`src/rtl/ssj_consts.svh`:
```
`ifndef SSJ_CONSTS_SVH
`define SSJ_CONSTS_SVH

`define SSJ_PIX_W 24
`define SSJ_HACT_W 14
`define SSJ_PPS_NUM 17
`define SSJ_PPS_AW 5
`define SSJ_VBR_BIT 5
`define SSJ_PIPE_LAST 2'h3

`define SSJ_ADDR_W 12
`define SSJ_OFF_CTRL 12'h000
`define SSJ_OFF_HACT 12'h004
`define SSJ_OFF_STAT 12'h008
`define SSJ_OFF_PPS_L 12'h100
`define SSJ_OFF_PPS_R 12'h180
`define SSJ_PPS_SPAN 12'h080

`define SSJ_CTRL_MODE_LSB 0
`define SSJ_CTRL_BJOIN 4
`define SSJ_CTRL_BJPRIM 5
`define SSJ_CTRL_DUAL 6
`define SSJ_CTRL_SLICE4 7
`define SSJ_CTRL_PANEL_SELF_REFRESH_V1 8
`define SSJ_CTRL_PANEL_SELF_REFRESH_V2 9
`define SSJ_CTRL_REPLAY 10
`define SSJ_CTRL_RST 32'h0000_0004

`endif

```
`src/rtl/ssj_pkg.sv`:
```
package ssj_pkg;
    typedef enum logic [2:0] {
        SSJ_BYPASS,
        SSJ_SINGLE,
        SSJ_USPLIT,
        SSJ_CSPLIT,
        SSJ_SPLIT_JOIN
    } ssj_mode_t;
endpackage

```
`src/rtl/ssj_if.sv`:
```
`timescale 1ns/10ps
`default_nettype none
`include "ssj_consts.svh"
interface ssj_if;
    // Configuration, driven by the transcoder end; pps_rdata comes back from the pipe end
    logic cfg_split;
    logic cfg_eng_l;
    logic cfg_eng_r;
    logic cfg_sjoin;
    logic cfg_bjoin;
    logic cfg_bj_primary;
    logic cfg_dual_link;
    logic [`SSJ_HACT_W-1:0] cfg_pic_width;
    logic [`SSJ_HACT_W-1:0] cfg_slice_width;
    logic pps_wr;
    logic pps_eng;
    logic [`SSJ_PPS_AW-1:0] pps_addr;
    logic [31:0] pps_wdata;
    logic [31:0] pps_rdata;
    // Streams and status, driven by the pipe end
    logic left_valid;
    logic [`SSJ_PIX_W-1:0] left_data;
    logic right_valid;
    logic [`SSJ_PIX_W-1:0] right_data;
    logic trans_en;
    logic port0_sync;
    logic cfg_bad;

    modport pipe (
        input cfg_split, cfg_eng_l, cfg_eng_r, cfg_sjoin, cfg_bjoin, cfg_bj_primary,
        input cfg_dual_link, cfg_pic_width, cfg_slice_width,
        input pps_wr, pps_eng, pps_addr, pps_wdata,
        output pps_rdata, left_valid, left_data, right_valid, right_data,
        output trans_en, port0_sync, cfg_bad
    );
    modport xcvr (
        output cfg_split, cfg_eng_l, cfg_eng_r, cfg_sjoin, cfg_bjoin, cfg_bj_primary,
        output cfg_dual_link, cfg_pic_width, cfg_slice_width,
        output pps_wr, pps_eng, pps_addr, pps_wdata,
        input pps_rdata, left_valid, left_data, right_valid, right_data,
        input trans_en, port0_sync, cfg_bad
    );
endinterface
`default_nettype wire

```
`src/rtl/ssj_xcvr.sv`:
```
`timescale 1ns/10ps
`default_nettype none
`include "ssj_consts.svh"
module ssj_xcvr (
    input wire logic clk_sys_in,
    input wire logic rst_in,
    input wire logic [`SSJ_ADDR_W-1:0] addr_in,
    input wire logic [31:0] wdata_in,
    input wire logic wr_in,
    input wire logic rd_in,
    output logic [31:0] rdata_out,
    output logic port0_valid_out,
    output logic [`SSJ_PIX_W-1:0] port0_data_out,
    output logic port1_valid_out,
    output logic [`SSJ_PIX_W-1:0] port1_data_out,
    ssj_if.xcvr lnk
);
    logic [31:0] ctrl_q;
    logic [`SSJ_HACT_W-1:0] hact_q;
    ssj_pkg::ssj_mode_t mode;
    logic pps_hit;
    logic bj_req;
    logic bj_legal;

    // Default asks for two engines and the joiner, the low-clock setup
    always_ff @(posedge clk_sys_in or posedge rst_in)
    begin
        if (rst_in)
        begin
            ctrl_q <= `SSJ_CTRL_RST;
            hact_q <= '0;
        end
        else if (wr_in)
        begin
            if (addr_in == `SSJ_OFF_CTRL)
            begin
                ctrl_q <= wdata_in;
            end
            if (addr_in == `SSJ_OFF_HACT)
            begin
                hact_q <= wdata_in[`SSJ_HACT_W-1:0];
            end
        end
    end

    assign mode = ssj_pkg::ssj_mode_t'(ctrl_q[`SSJ_CTRL_MODE_LSB +: 3]);
    assign bj_req = ctrl_q[`SSJ_CTRL_BJOIN];
    // Joining needs compression and the small joiner, and no refresh modes
    assign bj_legal = bj_req && (mode == ssj_pkg::SSJ_SPLIT_JOIN)
        && !ctrl_q[`SSJ_CTRL_PANEL_SELF_REFRESH_V1] && !ctrl_q[`SSJ_CTRL_PANEL_SELF_REFRESH_V2]
        && !ctrl_q[`SSJ_CTRL_REPLAY];

    // Mode decode; codes above the last mode fall back to bypass
    always_ff @(posedge clk_sys_in or posedge rst_in)
    begin
        if (rst_in)
        begin
            lnk.cfg_split <= 1'b0;
            lnk.cfg_eng_l <= 1'b0;
            lnk.cfg_eng_r <= 1'b0;
            lnk.cfg_sjoin <= 1'b0;
        end
        else
        begin
            unique case (mode)
                ssj_pkg::SSJ_BYPASS:
                begin
                    lnk.cfg_split <= 1'b0;
                    lnk.cfg_eng_l <= 1'b0;
                    lnk.cfg_eng_r <= 1'b0;
                    lnk.cfg_sjoin <= 1'b0;
                end
                ssj_pkg::SSJ_SINGLE:
                begin
                    lnk.cfg_split <= 1'b0;
                    lnk.cfg_eng_l <= 1'b1;
                    lnk.cfg_eng_r <= 1'b0;
                    lnk.cfg_sjoin <= 1'b0;
                end
                ssj_pkg::SSJ_USPLIT:
                begin
                    lnk.cfg_split <= 1'b1;
                    lnk.cfg_eng_l <= 1'b0;
                    lnk.cfg_eng_r <= 1'b0;
                    lnk.cfg_sjoin <= 1'b0;
                end
                ssj_pkg::SSJ_CSPLIT:
                begin
                    lnk.cfg_split <= 1'b1;
                    lnk.cfg_eng_l <= 1'b1;
                    lnk.cfg_eng_r <= 1'b1;
                    lnk.cfg_sjoin <= 1'b0;
                end
                ssj_pkg::SSJ_SPLIT_JOIN:
                begin
                    lnk.cfg_split <= 1'b1;
                    lnk.cfg_eng_l <= 1'b1;
                    lnk.cfg_eng_r <= 1'b1;
                    lnk.cfg_sjoin <= 1'b1;
                end
                default:
                begin
                    lnk.cfg_split <= 1'b0;
                    lnk.cfg_eng_l <= 1'b0;
                    lnk.cfg_eng_r <= 1'b0;
                    lnk.cfg_sjoin <= 1'b0;
                end
            endcase
        end
    end

    // Branch geometry and pairing
    always_ff @(posedge clk_sys_in or posedge rst_in)
    begin
        if (rst_in)
        begin
            lnk.cfg_bjoin <= 1'b0;
            lnk.cfg_bj_primary <= 1'b0;
            lnk.cfg_dual_link <= 1'b0;
            lnk.cfg_pic_width <= '0;
            lnk.cfg_slice_width <= '0;
        end
        else
        begin
            lnk.cfg_bjoin <= bj_legal;
            lnk.cfg_bj_primary <= ctrl_q[`SSJ_CTRL_BJPRIM];
            lnk.cfg_dual_link <= ctrl_q[`SSJ_CTRL_DUAL];
            lnk.cfg_pic_width <= (mode >= ssj_pkg::SSJ_USPLIT) ? (hact_q >> 1) : hact_q;
            lnk.cfg_slice_width <= ctrl_q[`SSJ_CTRL_SLICE4] ? (hact_q >> 2) : hact_q;
        end
    end

    // Parameter window is forwarded in the same cycle, so a parameter read
    // answers one cycle after its strobe like every other register
    assign pps_hit = (addr_in >= `SSJ_OFF_PPS_L)
        && (addr_in < (`SSJ_OFF_PPS_R + `SSJ_PPS_SPAN));
    assign lnk.pps_wr = wr_in && pps_hit;
    assign lnk.pps_eng = (addr_in >= `SSJ_OFF_PPS_R);
    assign lnk.pps_addr = addr_in[`SSJ_PPS_AW+1:2];
    // The engine cannot run variable bit rate, so that flag is never stored
    assign lnk.pps_wdata = (addr_in[`SSJ_PPS_AW+1:2] == '0) ?
        (wdata_in & ~(32'h1 << `SSJ_VBR_BIT)) : wdata_in;

    // Read data for registers of this end; other addresses read the pipe's parameter words
    always_ff @(posedge clk_sys_in or posedge rst_in)
    begin
        if (rst_in)
        begin
            rdata_out <= 32'h0000_0000;
        end
        else if (rd_in && addr_in == `SSJ_OFF_CTRL)
        begin
            rdata_out <= ctrl_q;
        end
        else if (rd_in && addr_in == `SSJ_OFF_HACT)
        begin
            rdata_out <= {{(32-`SSJ_HACT_W){1'b0}}, hact_q};
        end
        else if (rd_in && addr_in == `SSJ_OFF_STAT)
        begin
            rdata_out <= {28'h0000000, lnk.cfg_bad, bj_req && !bj_legal,
                lnk.port0_sync, lnk.trans_en};
        end
        else
        begin
            rdata_out <= lnk.pps_rdata;
        end
    end

    // Port outputs: left feeds port 0 only while this transcoder is on
    always_ff @(posedge clk_sys_in or posedge rst_in)
    begin
        if (rst_in)
        begin
            port0_valid_out <= 1'b0;
            port0_data_out <= '0;
            port1_valid_out <= 1'b0;
            port1_data_out <= '0;
        end
        else
        begin
            port0_valid_out <= lnk.left_valid && lnk.trans_en;
            port0_data_out <= lnk.left_data;
            port1_valid_out <= lnk.right_valid;
            port1_data_out <= lnk.right_data;
        end
    end
endmodule
`default_nettype wire

```
`src/flat_wrapper.sv`:
```
// flat-port wrapper written by rule: the top's interface ports become plain ports
module ssj_xcvr_flat 
  (clk_sys_in, rst_in, addr_in, wdata_in, wr_in, rd_in, rdata_out, port0_valid_out, port0_data_out, port1_valid_out, port1_data_out, lnk_cfg_split, lnk_cfg_eng_l, lnk_cfg_eng_r, lnk_cfg_sjoin, lnk_cfg_bjoin, lnk_cfg_bj_primary, lnk_cfg_dual_link, lnk_cfg_pic_width, lnk_cfg_slice_width, lnk_pps_wr, lnk_pps_eng, lnk_pps_addr, lnk_pps_wdata, lnk_pps_rdata, lnk_left_valid, lnk_left_data, lnk_right_valid, lnk_right_data, lnk_trans_en, lnk_port0_sync, lnk_cfg_bad);
  ssj_if lnk_i ();
  input wire logic clk_sys_in;
  input wire logic rst_in;
  input wire logic [`SSJ_ADDR_W-1:0] addr_in;
  input wire logic [31:0] wdata_in;
  input wire logic wr_in;
  input wire logic rd_in;
  output logic [31:0] rdata_out;
  output logic port0_valid_out;
  output logic [`SSJ_PIX_W-1:0] port0_data_out;
  output logic port1_valid_out;
  output logic [`SSJ_PIX_W-1:0] port1_data_out;
  output wire logic [$bits(lnk_i.cfg_split)-1:0] lnk_cfg_split;
  output wire logic [$bits(lnk_i.cfg_eng_l)-1:0] lnk_cfg_eng_l;
  output wire logic [$bits(lnk_i.cfg_eng_r)-1:0] lnk_cfg_eng_r;
  output wire logic [$bits(lnk_i.cfg_sjoin)-1:0] lnk_cfg_sjoin;
  output wire logic [$bits(lnk_i.cfg_bjoin)-1:0] lnk_cfg_bjoin;
  output wire logic [$bits(lnk_i.cfg_bj_primary)-1:0] lnk_cfg_bj_primary;
  output wire logic [$bits(lnk_i.cfg_dual_link)-1:0] lnk_cfg_dual_link;
  output wire logic [$bits(lnk_i.cfg_pic_width)-1:0] lnk_cfg_pic_width;
  output wire logic [$bits(lnk_i.cfg_slice_width)-1:0] lnk_cfg_slice_width;
  output wire logic [$bits(lnk_i.pps_wr)-1:0] lnk_pps_wr;
  output wire logic [$bits(lnk_i.pps_eng)-1:0] lnk_pps_eng;
  output wire logic [$bits(lnk_i.pps_addr)-1:0] lnk_pps_addr;
  output wire logic [$bits(lnk_i.pps_wdata)-1:0] lnk_pps_wdata;
  input wire logic [$bits(lnk_i.pps_rdata)-1:0] lnk_pps_rdata;
  input wire logic [$bits(lnk_i.left_valid)-1:0] lnk_left_valid;
  input wire logic [$bits(lnk_i.left_data)-1:0] lnk_left_data;
  input wire logic [$bits(lnk_i.right_valid)-1:0] lnk_right_valid;
  input wire logic [$bits(lnk_i.right_data)-1:0] lnk_right_data;
  input wire logic [$bits(lnk_i.trans_en)-1:0] lnk_trans_en;
  input wire logic [$bits(lnk_i.port0_sync)-1:0] lnk_port0_sync;
  input wire logic [$bits(lnk_i.cfg_bad)-1:0] lnk_cfg_bad;
  assign lnk_cfg_split = lnk_i.cfg_split;
  assign lnk_cfg_eng_l = lnk_i.cfg_eng_l;
  assign lnk_cfg_eng_r = lnk_i.cfg_eng_r;
  assign lnk_cfg_sjoin = lnk_i.cfg_sjoin;
  assign lnk_cfg_bjoin = lnk_i.cfg_bjoin;
  assign lnk_cfg_bj_primary = lnk_i.cfg_bj_primary;
  assign lnk_cfg_dual_link = lnk_i.cfg_dual_link;
  assign lnk_cfg_pic_width = lnk_i.cfg_pic_width;
  assign lnk_cfg_slice_width = lnk_i.cfg_slice_width;
  assign lnk_pps_wr = lnk_i.pps_wr;
  assign lnk_pps_eng = lnk_i.pps_eng;
  assign lnk_pps_addr = lnk_i.pps_addr;
  assign lnk_pps_wdata = lnk_i.pps_wdata;
  assign lnk_i.pps_rdata = lnk_pps_rdata;
  assign lnk_i.left_valid = lnk_left_valid;
  assign lnk_i.left_data = lnk_left_data;
  assign lnk_i.right_valid = lnk_right_valid;
  assign lnk_i.right_data = lnk_right_data;
  assign lnk_i.trans_en = lnk_trans_en;
  assign lnk_i.port0_sync = lnk_port0_sync;
  assign lnk_i.cfg_bad = lnk_cfg_bad;
  ssj_xcvr u_core (.clk_sys_in(clk_sys_in), .rst_in(rst_in), .addr_in(addr_in), .wdata_in(wdata_in), .wr_in(wr_in), .rd_in(rd_in), .rdata_out(rdata_out), .port0_valid_out(port0_valid_out), .port0_data_out(port0_data_out), .port1_valid_out(port1_valid_out), .port1_data_out(port1_data_out), .lnk(lnk_i));
endmodule
```
`config.mk`:
```
export PLATFORM = sky130hd
export DESIGN_NAME = ssj_xcvr_flat
export DESIGN_NICKNAME = d
export VERILOG_FILES = /design/src/rtl/ssj_pkg.sv /design/src/rtl/ssj_if.sv /design/src/rtl/ssj_xcvr.sv /design/src/flat_wrapper.sv
export VERILOG_INCLUDE_DIRS = /design/src /design/src/rtl
export SDC_FILE = /design/constraint.sdc
export NUM_CORES = 1
export LEC_CHECK = 0
export ABC_AREA = 1
export BUFFER_PORTS_ARGS = -buffer_cell sky130_fd_sc_hd__buf_2
export CAP_MARGIN = 20
export CORE_MARGIN = 2
export CORE_UTILIZATION = 41
export CTS_BUF_LIST = sky130_fd_sc_hd__clkbuf_2
export DETAILED_ROUTE_END_ITERATION = 12
export PLACE_DENSITY = 0.7
export SLEW_MARGIN = 20
export SYNTH_ARGS = -nofsm -noshare
export SYNTH_HDL_FRONTEND = slang
export SYNTH_SLANG_ARGS = --single-unit
export TNS_END_PERCENT = 50
```
`constraint.sdc`:
```
create_clock -name clk_sys_in -period 6.5 [get_ports clk_sys_in]
set_input_delay 0.65 -clock clk_sys_in [delete_from_list [all_inputs] [get_ports clk_sys_in]]
set_output_delay 0.65 -clock clk_sys_in [all_outputs]
set_load 0.1 [all_outputs]
```
Word-level counts from Yosys, hierarchy flattened:

Cells that the tools add are included.

* memory bits (read-only): 0
* memories: 0
* latch bits: 0
* input bits: 133
* register bits after elaboration: 163
* RAM bits: 0

* shift-type cells: 0
* mux-type cells: 10
* reductions and logical operators: 22
* order comparisons: 4
* multipliers: 0
* bitwise operators: 0
* add/subtract/negate cells: 0
* div/mod/pow operators: 0
* equal/unequal tests: 6

Operators by type and width (number)
* $mux W32: 3
* $mux W14: 2
* $ge A12 B9 Y1 const B: 2
* $eq A12 B3 Y1 const B: 1
* $eq A12 B4 Y1 const B: 1
* $logic_not A12 Y1: 1
* $lt A12 B10 Y1 const B: 1
* $logic_and A1 B1 Y1: 11
* $eq A3 B2 Y1 const B: 2
* $mux W6: 1
* $reduce_or A3 Y1: 2
* $logic_not A5 Y1: 1
* $logic_not A1 Y1: 4
* $mux W1: 4
* $reduce_and A2 Y1: 2
* $eq A3 B1 Y1 const B: 1
* $eq A3 B3 Y1 const B: 1
* $ge A3 B2 Y1 const B: 1
* $reduce_or A2 Y1: 1

Longest topological paths before layout:

Gate-level depths: netlist (run 1).

* depth after elaboration: 10
* mapped depth: 9

Least setup slack after synthesis (run 1):

No wires, ideal clock.

* kind: input -> output
* start: in addr_in[9]
* end: out lnk_pps_eng
* setup slack: 2.895 ns
* data arrival time: 2.955 ns
* stages: 4
* path through: nor2_1 > nand2_1 > inv_1 > o21ai_0

* cells in the longest elaborated chain, start to end: 1

RTL lines
* start, declared: line flat_wrapper.sv:7 `` input wire logic [`SSJ_ADDR_W-1:0] addr_in; ``
* $ge A12 B9 Y1 (no source line)
* end, declared: line flat_wrapper.sv:26 `output wire logic [$bits(lnk_i.pps_eng)-1:0] lnk_pps_eng;`

Every way passes these cells.

Worst setup path in the final report (run 1):

* start: in addr_in[10]
* end: reg u_core.rdata_out[14]

* cells in the longest elaborated chain, start to end: 5

RTL lines
* $eq A12 B4 Y1 (no source line)
* $logic_and A1 B1 Y1 (no source line)
* $mux W32: line ssj_xcvr.sv:159 `` else if (rd_in && addr_in == `SSJ_OFF_STAT) ``
* $mux W32: line ssj_xcvr.sv:155 `` else if (rd_in && addr_in == `SSJ_OFF_HACT) ``
* $mux W32 (*): line ssj_xcvr.sv:151 `` else if (rd_in && addr_in == `SSJ_OFF_CTRL) ``
* end signal, assigned: line ssj_xcvr.sv:153 `rdata_out <= ctrl_q;`
* end signal, assigned: line ssj_xcvr.sv:157 `` rdata_out <= {{(32-`SSJ_HACT_W){1'b0}}, hact_q}; ``
* end signal, assigned: line ssj_xcvr.sv:161 `rdata_out <= {28'h0000000, lnk.cfg_bad, bj_req && !bj_legal,`
* end, declared: line ssj_xcvr.sv:11 `output logic [31:0] rdata_out,`

Every way passes the cells marked *; elsewhere a longest branch is shown, timed or not.
A chain may end at the register's enable or synchronous reset.

==> results by group, run 1 <==
Die
  • Initial core utilization: 41.55%
  • I/O Pins: slightly below 300
  • Die width: around 130 microns
  • Die Ht: 127.7 microns
  • # rows: 45
  • Placeable Area: about 15000 sq um
  • Die ar.: approximately 16000 sq um

Yosys
  • Syn Area/Cell: 10.23 sq um
  • Post-synth EDFFs: 0
  • Post-Syn Nets: 746
  • Yosys cell types: 26
  • Sequential element share of the synthesized area: 65.08%
  • Syn Std Cell Area: ~6300 sq um
  • Mapped Cells: between 600 and 700
  • Main synth FF type: dfrtp_1
  • Yosys reg bits: around 160
  • Total number of yosys warnings: 0
  • Async set-or-reset flop fraction in the synthesized netlist: 100.0%

Clock tree
  • TritonCTS Buffers: 17
  • Worst-Skew Late Latency: 720 ps
  • Post-CTS setup buffers: 0
  • CTS tree: built
  • PostCTS Resize Cnt: 0
  • Clock sink count: between 150 and 200
  • Root buf cell: clkbuf_2
  • Reg clk slew, reported paths: ~210 ps
  • Htree depth: 4
  • Clock tree buffer depth: 2
  • Post-CTS Hold Fix Bufs: 49

Detailed routing
  • Total number of vias: about 5000
  • Routed wire length: 17060 microns
  • Initial DRC count: 300
  • ANT nets after route: 0
  • Wire per inst: 15.35 microns
  • Vias per inst: 4.616
  • Number of remaining DRC errors: 0
  • First drt pass iteration count: 5

Setup path
  • Worst R2R Start: u_core.ctrl_q[2]
  • Worst Setup Start Kind: input port
  • CP arrival: around 2800 ps
  • Critical path peak fanout: 31
  • R2R setup slack: 4920 ps
  • Worst r2r dst: u_core.rdata_out[2]
  • Crit Path Class: in -> reg
  • CP endpoint kind: flip-flop
  • R2R cell count: 7
  • Worst endpoint required time: 7080 ps

Placement
  • Gpl congestion: around 0.83
  • Inst Count DP: about 1000
  • Placement Cell Area: roughly 7500 sq um
  • Hpwl dp: ~12000 microns
  • IO Port Bufs: around 290

Pwr
  • P_int: ~1.4 mW
  • Reg power frac: between 40% and 50%
  • Combinational Power Share: between 20% and 30%
  • Pwr Density: 253.8 nW/um^2
  • Worst vdd ir: roughly 0.10 mV
  • Lkg Pwr: about 4.5 nW
  • Clock power frac: 28.4%
  • Sw Share: between 30% and 40%
  • Sw power: around 0.73 mW

Timing
  • Setup TNS: 0 ps
  • Worst-margin pin slew: ~850 ps
  • Unrepaired setup endpoints after global routing: false
  • Hold Slack: between 80 and 90 ps
  • Fmax: 0.4441 GHz
  • Worst Clk Skew: 30.46 ps
  • Slew margin rel.: 43.35%
  • Final Hold Fails: 0
  • Setup violators final: 0
  • Pins Over Slew Limit: 0
  • Final Cycle Share: 34.64%
  • Final min period: around 2300 ps

Outcome
  • Outcome: finished, final reports clean

GRT
  • Largest net degree at the start of global routing: 98
  • Grt ovf: 0
  • GRT Overall Usage: about a fifth
  • First-pass GRT wire length: around 26000 microns
  • Initial antenna violation count: 1
  • Vias in the first global route: between 5000 and 6000

Final layout
  • Most common cell after layout, fill and taps aside: buf_2
  • Util after Layout: 55.10%
  • Share of cells above drive strength 1: between 30 and 40%
  • Final Non-Filler Cells: 1111
  • Fillers: 1384
  • Final Net Count: between 1000 and 1500
  • Fin area: ~8300 sq um
  • Most frequent cells in the layout: buf_2, dfrtp_1, nand2_1, inv_1, dlygate4sd3_1
  • Area grow syn2layout: 32.61%

Hold path
  • Hold Crit Class: in -> async

Run
  • Number of max-cap violations: 0
-- worst max-delay path, cell delays in order --
cell	delay [ps]
buf_2	100
nor2_1	110
nand2_1	110
nor2_4	460
nand3_2	680
nand2_2	550
o21ai_0	150
-- cells in the mapped netlist, types with 5 or more instances --
library cell    n  area, sq um
dfrtp_1       162         4054
nand2_1       150        563.0
inv_1          66        247.7
buf_4          38        285.3
o21ai_0        31        155.2
o21ai_1        31        155.2
nor2_1         30        112.6
nand3_1        20        100.1
nand4_1        15        93.84
o22ai_1        15        93.84
a21oi_2        10        87.58
buf_2          10        50.05
clkbuf_1        9        33.78
buf_6           6        67.56
a21oi_1         5        25.02
-- through the flow --
stage	setup WS [ps]	total power, mW
2_1_floorplan	1447	1.420
3_3_place_gp	3569	1.504
3_5_place_dp	3517	1.506
4_1_cts	4159	2.132
5_1_grt	4117	2.198
6_report	4249	2.111
-- sequential cells by signal (all words and copies together) (netlist names), 14 cells and up --
name and flops:
u_core.lnk.cfg_slice_width 14, u_core.port1_data_out 24, u_core.hact_q 14, u_core.port0_data_out 24, u_core.rdata_out 32, u_core.lnk.cfg_pic_width 14
u_core.ctrl_q 32
-- layer usage --
layer  share of wire, %  vias to the layer above  global-route usage [%]
met5                  0                        -                       0
met4               0.93                        0                   6.076
met3                6.4                       12                   4.841
met2                 52                      208                   36.55
met1                 40                     2410                   26.04
li1                   -                     2498                       -
-- power groups by stage --
stage | clock network [mW] | logic [mW] | registers, mW
2_1_floorplan | 0 | 0.149 | 1.27
3_3_place_gp | 0 | 0.434 | 1.07
3_5_place_dp | 0 | 0.436 | 1.07
4_1_cts | 0.620 | 0.460 | 1.05
5_1_grt | 0.664 | 0.478 | 1.06
6_report | 0.600 | 0.458 | 1.05
-- final cells by class --
type                            count  area [sq um]  area share (%)
Timing Repair Buffer              341          1964           23.63
Multi-Input combinational cell    319          1498           18.01
Tap cell                          188         235.2           2.829
Sequential cell                   163          4080           49.07
Clock inverter                     13         183.9           2.212
Antenna cell                        1         2.502         0.03010
Inverter                           68         260.3           3.130
Clock buffer                       18         90.09           1.084
-- worst max-delay path by stage --
stage / start / to / cells past startpoint
3_3_place_gp: addr_in[10] / u_core.rdata_out[17] / 7
5_1_grt: addr_in[9] / u_core.rdata_out[14] / 7
6_report: addr_in[10] / u_core.rdata_out[14] / 7
3_5_place_dp: addr_in[10] / u_core.rdata_out[16] / 7
2_1_floorplan: rst_in / u_core.ctrl_q[0] / 1
4_1_cts: u_core.rdata_out[13] / rdata_out[13] / 1
-- cells by family after synthesis --
logic type,count (synthesis),share of synthesized area (%)
compound gates,93,8.362
simple gates,226,15.53
buf+inv,131,11.04
flops,163,65.08
(Power assumes the default switching activity.)
==> run 2: changes to the inputs <==
--- a/config.mk
+++ b/config.mk
@@ -13,7 +13,7 @@
 export CORE_UTILIZATION = 41
 export CTS_BUF_LIST = sky130_fd_sc_hd__clkbuf_2
 export DETAILED_ROUTE_END_ITERATION = 12
-export PLACE_DENSITY = 0.7
+export PLACE_DENSITY = 0.72
 export SLEW_MARGIN = 20
 export SYNTH_ARGS = -nofsm -noshare
 export SYNTH_HDL_FRONTEND = slang
==> constraint.sdc (replaced) <==
create_clock -name clk_sys_in -period 2 [get_ports clk_sys_in]
set_input_delay 0.2 -clock clk_sys_in [delete_from_list [all_inputs] [get_ports clk_sys_in]]
set_output_delay 0.2 -clock clk_sys_in [all_outputs]
set_load 0.1 [all_outputs]
==> run 2 against run 1 <==
Core utilization is 6.2 points higher. Sequential power grew to 3.3 times the previous value. Total power grew to 3.2 times the previous value. Sequential cell count stayed put. Via count is 11% higher. Non-clock buffer count is 98 higher.
==> results by group, run 2 (synthesis gave the netlist of run 1 again) <==
Final layout
  • Regs by FF count: u_core.ctrl_q (32), u_core.rdata_out (32)
  • Area grow syn2layout: 47.50%
  • Most frequent cells in the layout: buf_2, dfrtp_1, nand2_1, dlygate4sd3_1, inv_1
  • Share of cells above drive strength 1: 34.71%
  • Final Net Count: 1141
  • Fillers: about 1300
  • Most common cell after layout, fill and taps aside: buf_2
  • Reg area: 4080 sq um
  • Multi-input gate area: around 1500 sq um

Setup path
  • Slowest cell on crit path: dlygate4sd3_1
  • Critical path buffer and inverter count: 5
  • R2R setup slack: approximately 480 ps
  • CP arrival: 2640 ps
  • Crit Path Class: in -> reg
  • CP endpoint kind: flip-flop
  • Crit path to: u_core.rdata_out[3]
  • Levels on crit path: 11
  • Worst r2r dst: u_core.rdata_out[2]
  • Crit-path leading delay family: buffers and inverters
  • Critical path peak fanout: 4
  • Worst R2R Start: u_core.ctrl_q[2]
  • Worst Setup Start Kind: input port
  • CP startpoint: addr_in[1]
  • Largest stage delay on the critical path: between 500 and 600 ps
  • Critical-path cell list: dlygate4sd3_1 -> buf_2 -> nor2_4 -> inv_2 -> dlygate4sd3_1 -> nor2_2 -> nand3_1 -> dlygate4sd3_1 -> nand3_1 -> nand2_1 -> nand2_1
  • R2R cell count: 7
  • Worst endpoint required time: 2680 ps
  • Critical path's most frequent cell: dlygate4sd3_1

Detailed routing
  • Number of remaining DRC errors: 0
  • Initial DRC count: approximately 340
  • Total number of vias: between 5000 and 6000
  • Wire per inst: ~16 microns
  • Routed wire length: approximately 20000 microns
  • ANT nets after route: 0
  • First drt pass iteration count: 4
  • Vias per inst: approximately 4.7

Timing
  • Fmax: approximately 0.51 GHz
  • Unrepaired setup endpoints after global routing: false
  • Pins Over Slew Limit: 0
  • Worst Clk Skew: about 40 ps
  • Final Cycle Share: slightly below 100%
  • Final min period: 1960 ps
  • Slew margin rel.: 47.36%
  • Worst-margin pin slew: between 700 and 800 ps
  • Hold Slack: approximately 90 ps
  • Final Hold Fails: 0
  • Setup violators final: 0

GRT
  • Largest net degree at the start of global routing: between 90 and 100
  • GRT Overall Usage: about a quarter
  • Initial antenna violation count: 2
  • Grt ovf: 0
  • Vias in the first global route: between 5000 and 6000
  • First-pass GRT wire length: roughly 30000 microns

Pwr
  • Sw power: around 2.5 mW
  • Power consumption: 6.735 mW
  • Worst vdd ir: 0.3035 mV
  • Reg power frac: a little over 50%
  • Pwr Density: 728.3 nW/um^2
  • Combinational Power Share: about a quarter
  • Lkg Pwr: 4.932 nW
  • Sw Share: 37.02%
  • Clock power frac: about a quarter
  • P_int: 4.242 mW

Run
  • Number of max-cap violations: 0

Die
  • Die width: approximately 130 microns
  • I/O Pins: a little under 300
  • Initial core utilization: about 42%
  • # rows: 45
  • Placeable Area: ~15000 sq um
  • Die ar.: 16300 sq um
  • Die Ht: 127.7 microns

Outcome
  • Outcome: finished, final reports clean

Hold path
  • Hold Crit Class: in -> reg
  • Hold-critical path depth: 2
  • Hold_sp: lnk_right_data[17]

Placement
  • Gpl congestion: 0.8146
  • Hpwl dp: roughly 12000 microns
  • IO Port Bufs: 288

Clock tree
  • CTS tree: built
  • Root buf cell: clkbuf_2
  • Post-CTS setup buffers: 0
  • Reg clk slew, reported paths: 240 ps
  • Htree depth: 4
  • Clock tree buffer depth: 2
  • Worst-Skew Late Latency: approximately 720 ps
  • TritonCTS Buffers: 17
  • Clock sink count: about 160
==> run 2: cell types whose count changed in the layout (fill, tap and decap cells not counted), moves of 2 or more <==
cell and change:
bufinv_16 -3, dlygate4sd3_1 +88, buf_4 +8, diode_2 +2, buf_12 +2
==> run 2: worst min-delay path by stage <==
stage,end,slack (ps)
floorplan,u_core.port0_data_out[0],230
global placement,u_core.port1_data_out[1],310
detailed placement,u_core.port1_data_out[11],310
CTS,u_core.port0_data_out[14],30
global route,u_core.port1_data_out[17],-3
finish,u_core.port1_data_out[17],90
==> run 2: cell type report <==
type	instances	share of cell area [%]
clock buffer	17	0.9200
sequential	163	44.12
timing repair buffer	439	31.85
inverter	68	2.801
antenna	3	0.08118
multi-input combinational	319	16.28
clock inverter	14	1.407
tap	188	2.544
==> run 2: power groups by stage <==
stage | Combinational (mW) | Clock (mW) | Sequential [mW]
6_report | 1.65 | 1.67 | 3.42
5_1_grt | 1.71 | 1.87 | 3.43
4_1_cts | 1.63 | 1.71 | 3.42
2_1_floorplan | 0.485 | 0 | 4.13
3_5_place_dp | 1.43 | 0 | 3.48
3_3_place_gp | 1.42 | 0 | 3.47
==> run 2: worst reg2reg max path, cell delays in order (launching register included) <==
cell and delay, ps:
dfstp_2 670, nand3_1 160, nor2_1 260, nor2_1 110, nand2_1 80, nand3_1 60, nand2_1 60, nand2_1 50
==> run 2: per-stage QoR <==
step	std cells	cell area (sq um)	utilization (%)	TNS [ps]	worst slack, ps
2_1_floorplan	613	6274	-	-43740	-270.0
6_report	1211	9248	61.29	0	39.77
3_5_place_dp	1039	7636	50.61	0	284.6
4_1_cts	1203	9183	60.85	0	39.04
5_1_grt	1210	9245	61.27	0	24.60
3_3_place_gp	1039	7636	50.61	0	338.4
==> run 2: what timing repair did <==
action	in CTS	in global routing
hold buffers	133	5
hold endpoints to repair	291	5
endpoints found under the setup margin	0	14
gates resized for setup	0	2
==> run 2: layer usage <==
metal	GRT usage, %	wire (microns)
met1	27.54	7460
met3	6.010	1351
met4	10.67	658
met5	0	0
met2	41.99	10140
==> run 3: changes to the inputs <==
--- a/config.mk
+++ b/config.mk
@@ -13,7 +13,8 @@
 export CORE_UTILIZATION = 41
 export CTS_BUF_LIST = sky130_fd_sc_hd__clkbuf_2
 export DETAILED_ROUTE_END_ITERATION = 12
-export PLACE_DENSITY = 0.72
+export MAX_ROUTING_LAYER = met4
+export PLACE_DENSITY = 0.7
 export SLEW_MARGIN = 20
 export SYNTH_ARGS = -nofsm -noshare
 export SYNTH_HDL_FRONTEND = slang
==> constraint.sdc (replaced) <==
create_clock -name clk_sys_in -period 1.9 [get_ports clk_sys_in]
set_input_delay 0.19 -clock clk_sys_in [delete_from_list [all_inputs] [get_ports clk_sys_in]]
set_output_delay 0.19 -clock clk_sys_in [all_outputs]
set_load 0.1 [all_outputs]
==> run 3 against run 2 <==
Sequential power increased by 5%. Critical path type unchanged. Clock-buffer cell count did not move. Clock power up 23%. Largest power group unchanged. Clock skew shrank 13 ps. Global-route usage grew 0.22 points.
==> results by group, run 3 (synthesis gave the netlist of run 1 again) <==
Setup path
  • Crit Path Class: in -> reg
  • CP endpoint kind: flip-flop
  • Worst endpoint required time: around 2500 ps
  • Slowest cell on crit path: dlygate4sd3_1
  • Crit-path leading delay family: buffers and inverters
  • Crit path to: u_core.rdata_out[2]
  • Critical path buffer and inverter count: 5
  • Critical path peak fanout: 12
  • R2R cell count: 8
  • Worst r2r dst: u_core.rdata_out[2]
  • CP startpoint: addr_in[1]
  • Worst R2R Start: u_core.ctrl_q[0]
  • Critical-path cell list: dlygate4sd3_1 -> buf_2 -> nor2_2 -> inv_2 -> dlygate4sd3_1 -> nor2_2 -> nand2_2 -> buf_4 -> nand2_1 -> nand3_1 -> nand2_1 -> nand2_1
  • Worst Setup Start Kind: input port
  • CP arrival: around 2500 ps
  • Critical path's most frequent cell: nand2_1
  • Largest stage delay on the critical path: a little under 600 ps
  • Levels on crit path: 12
  • R2R setup slack: roughly 400 ps

Die
  • I/O Pins: about 290
  • Die ar.: around 16000 sq um
  • # rows: 45
  • Initial core utilization: about two fifths
  • Placeable Area: between 15000 and 20000 sq um
  • Die Ht: about 130 microns
  • Die width: 127.7 microns

GRT
  • Largest net degree at the start of global routing: 56
  • Initial antenna violation count: 1
  • Vias in the first global route: between 5000 and 6000
  • GRT Overall Usage: 24.09%
  • First-pass GRT wire length: slightly below 30000 microns
  • Grt ovf: 0

Clock tree
  • Reg clk slew, reported paths: around 230 ps
  • Htree depth: 4
  • TritonCTS Buffers: 17
  • Clock sink count: roughly 160
  • CTS tree: built
  • Clock tree buffer depth: 2
  • Root buf cell: clkbuf_2
  • Worst-Skew Late Latency: about 710 ps

Timing
  • Setup violators final: 0
  • Fmax: 0.5388 GHz
  • Setup ws final: ~44 ps
  • Worst Clk Skew: approximately 27 ps
  • Pins Over Slew Limit: 0
  • Worst-margin pin slew: roughly 700 ps
  • Final Hold Fails: 0
  • Final Cycle Share: 97.68%
  • Unrepaired setup endpoints after global routing: false
  • Hold Slack: 94.42 ps
  • Slew margin rel.: about 52%
  • Final min period: around 1900 ps
  • Setup TNS: 0 ps

Placement
  • IO Port Bufs: between 200 and 300
  • Inst Count DP: 1044
  • Gpl congestion: 0.8395
  • Hpwl dp: roughly 12000 microns
  • DP Worst Slack: 290.7 ps

Pwr
  • Clock power frac: 27.7%
  • Sw power: 2.558 mW
  • P_int: around 4.8 mW
  • Sw Share: 34.55%
  • Pwr Density: roughly 790 nW/um^2
  • Power consumption: between 7 and 8 mW
  • Combinational Power Share: 23.7%
  • Lkg Pwr: approximately 5 nW
  • Worst vdd ir: 0.4813 mV
  • Reg power frac: around 49%

Detailed routing
  • Number of remaining DRC errors: 0
  • Vias per inst: roughly 4.7
  • Initial DRC count: ~350
  • ANT nets after route: 0
  • First drt pass iteration count: 5
  • Routed wire length: about 20000 microns
  • Total number of vias: 5707
  • Wire per inst: ~16 microns

Outcome
  • Outcome: finished, final reports clean

Final layout
  • Final Net Count: between 1000 and 1500
  • Most common cell after layout, fill and taps aside: buf_2
  • Fillers: 1244
  • Regs by FF count: u_core.ctrl_q (32), u_core.rdata_out (32)
  • Final Non-Filler Cells: 1219
  • Most frequent cells in the layout: buf_2, dfrtp_1, nand2_1, dlygate4sd3_1, inv_1
  • Share of cells above drive strength 1: roughly a third
  • Area grow syn2layout: 49.87%

Hold path
  • Hold Crit Class: in -> reg

Run
  • Number of max-cap violations: 0
## run 3: power by group through the flow
stage	clock, mW	combinational, mW	sequential (mW)
after floorplan	0	0.511	4.35
after global routing	2.28	1.82	3.61
after detailed placement	0	1.51	3.66
after CTS	2.09	1.72	3.60
after global placement	0	1.50	3.66
final	2.05	1.75	3.60
## run 3: cell type report
| class | instances | area, sq um | share of cell area, % |
|---|---|---|---|
| Sequential cell | 163 | 4080 | 43.42 |
| Tap cell | 188 | 235.2 | 2.503 |
| Timing Repair Buffer | 449 | 3035 | 32.30 |
| Inverter | 68 | 259.0 | 2.756 |
| Multi-Input combinational cell | 320 | 1518 | 16.15 |
| Clock buffer | 17 | 85.08 | 0.9055 |
| Antenna cell | 1 | 2.502 | 0.02663 |
| Clock inverter | 13 | 181.4 | 1.931 |
## run 3: routing by layer
layer / share of wire [%] / vias to the layer above / global-route usage (%)
li1: - / 2713 / -
met1: 38 / 2709 / 26.96
met2: 53 / 244 / 42.25
met3: 6.5 / 41 / 6.010
met4: 2.6 / 0 / 8.080
met5: 0 / - / -
## run 3: metrics by stage
| stage | area (sq um) | util, % |
|---|---|---|
| final | 9397 | 62.27 |
| after CTS | 9261 | 61.38 |
| after detailed placement | 7674 | 50.85 |
| after global routing | 9397 | 62.27 |
| after floorplan | 6274 | - |
| after global placement | 7674 | 50.85 |
## run 3: worst register-to-register path, delay by kind of cell (launching register included)
| kind | cells | cell delay (ps) |
|---|---|---|
| AND/OR/NAND/NOR | 7 | 830 |
| flip-flops | 1 | 450 |
| buffers and inverters | 1 | 160 |
## run 3: worst min-delay path by stage
| stage | startpoint | endpoint | slack [ps] | cells after the start |
|---|---|---|---|---|
| floorplan | lnk_left_data[0] | u_core.port0_data_out[0] | 220 | 0 |
| global route | lnk_right_data[11] | u_core.port1_data_out[11] | -6 | 2 |
| global placement | rst_in | u_core.port0_data_out[10] | 180 | 2 |
| detailed placement | rst_in | u_core.port0_data_out[10] | 190 | 2 |
| finish | lnk_right_data[14] | u_core.port1_data_out[14] | 90 | 2 |
| CTS | lnk_right_data[22] | u_core.port1_data_out[22] | 20 | 2 |
## run 3: what timing repair did
action,CTS,global route
hold buffers,132,11
setup buffers,0,0
endpoints found under the setup margin,0,33
endpoints found under the hold margin,291,11
gates resized for setup,0,4
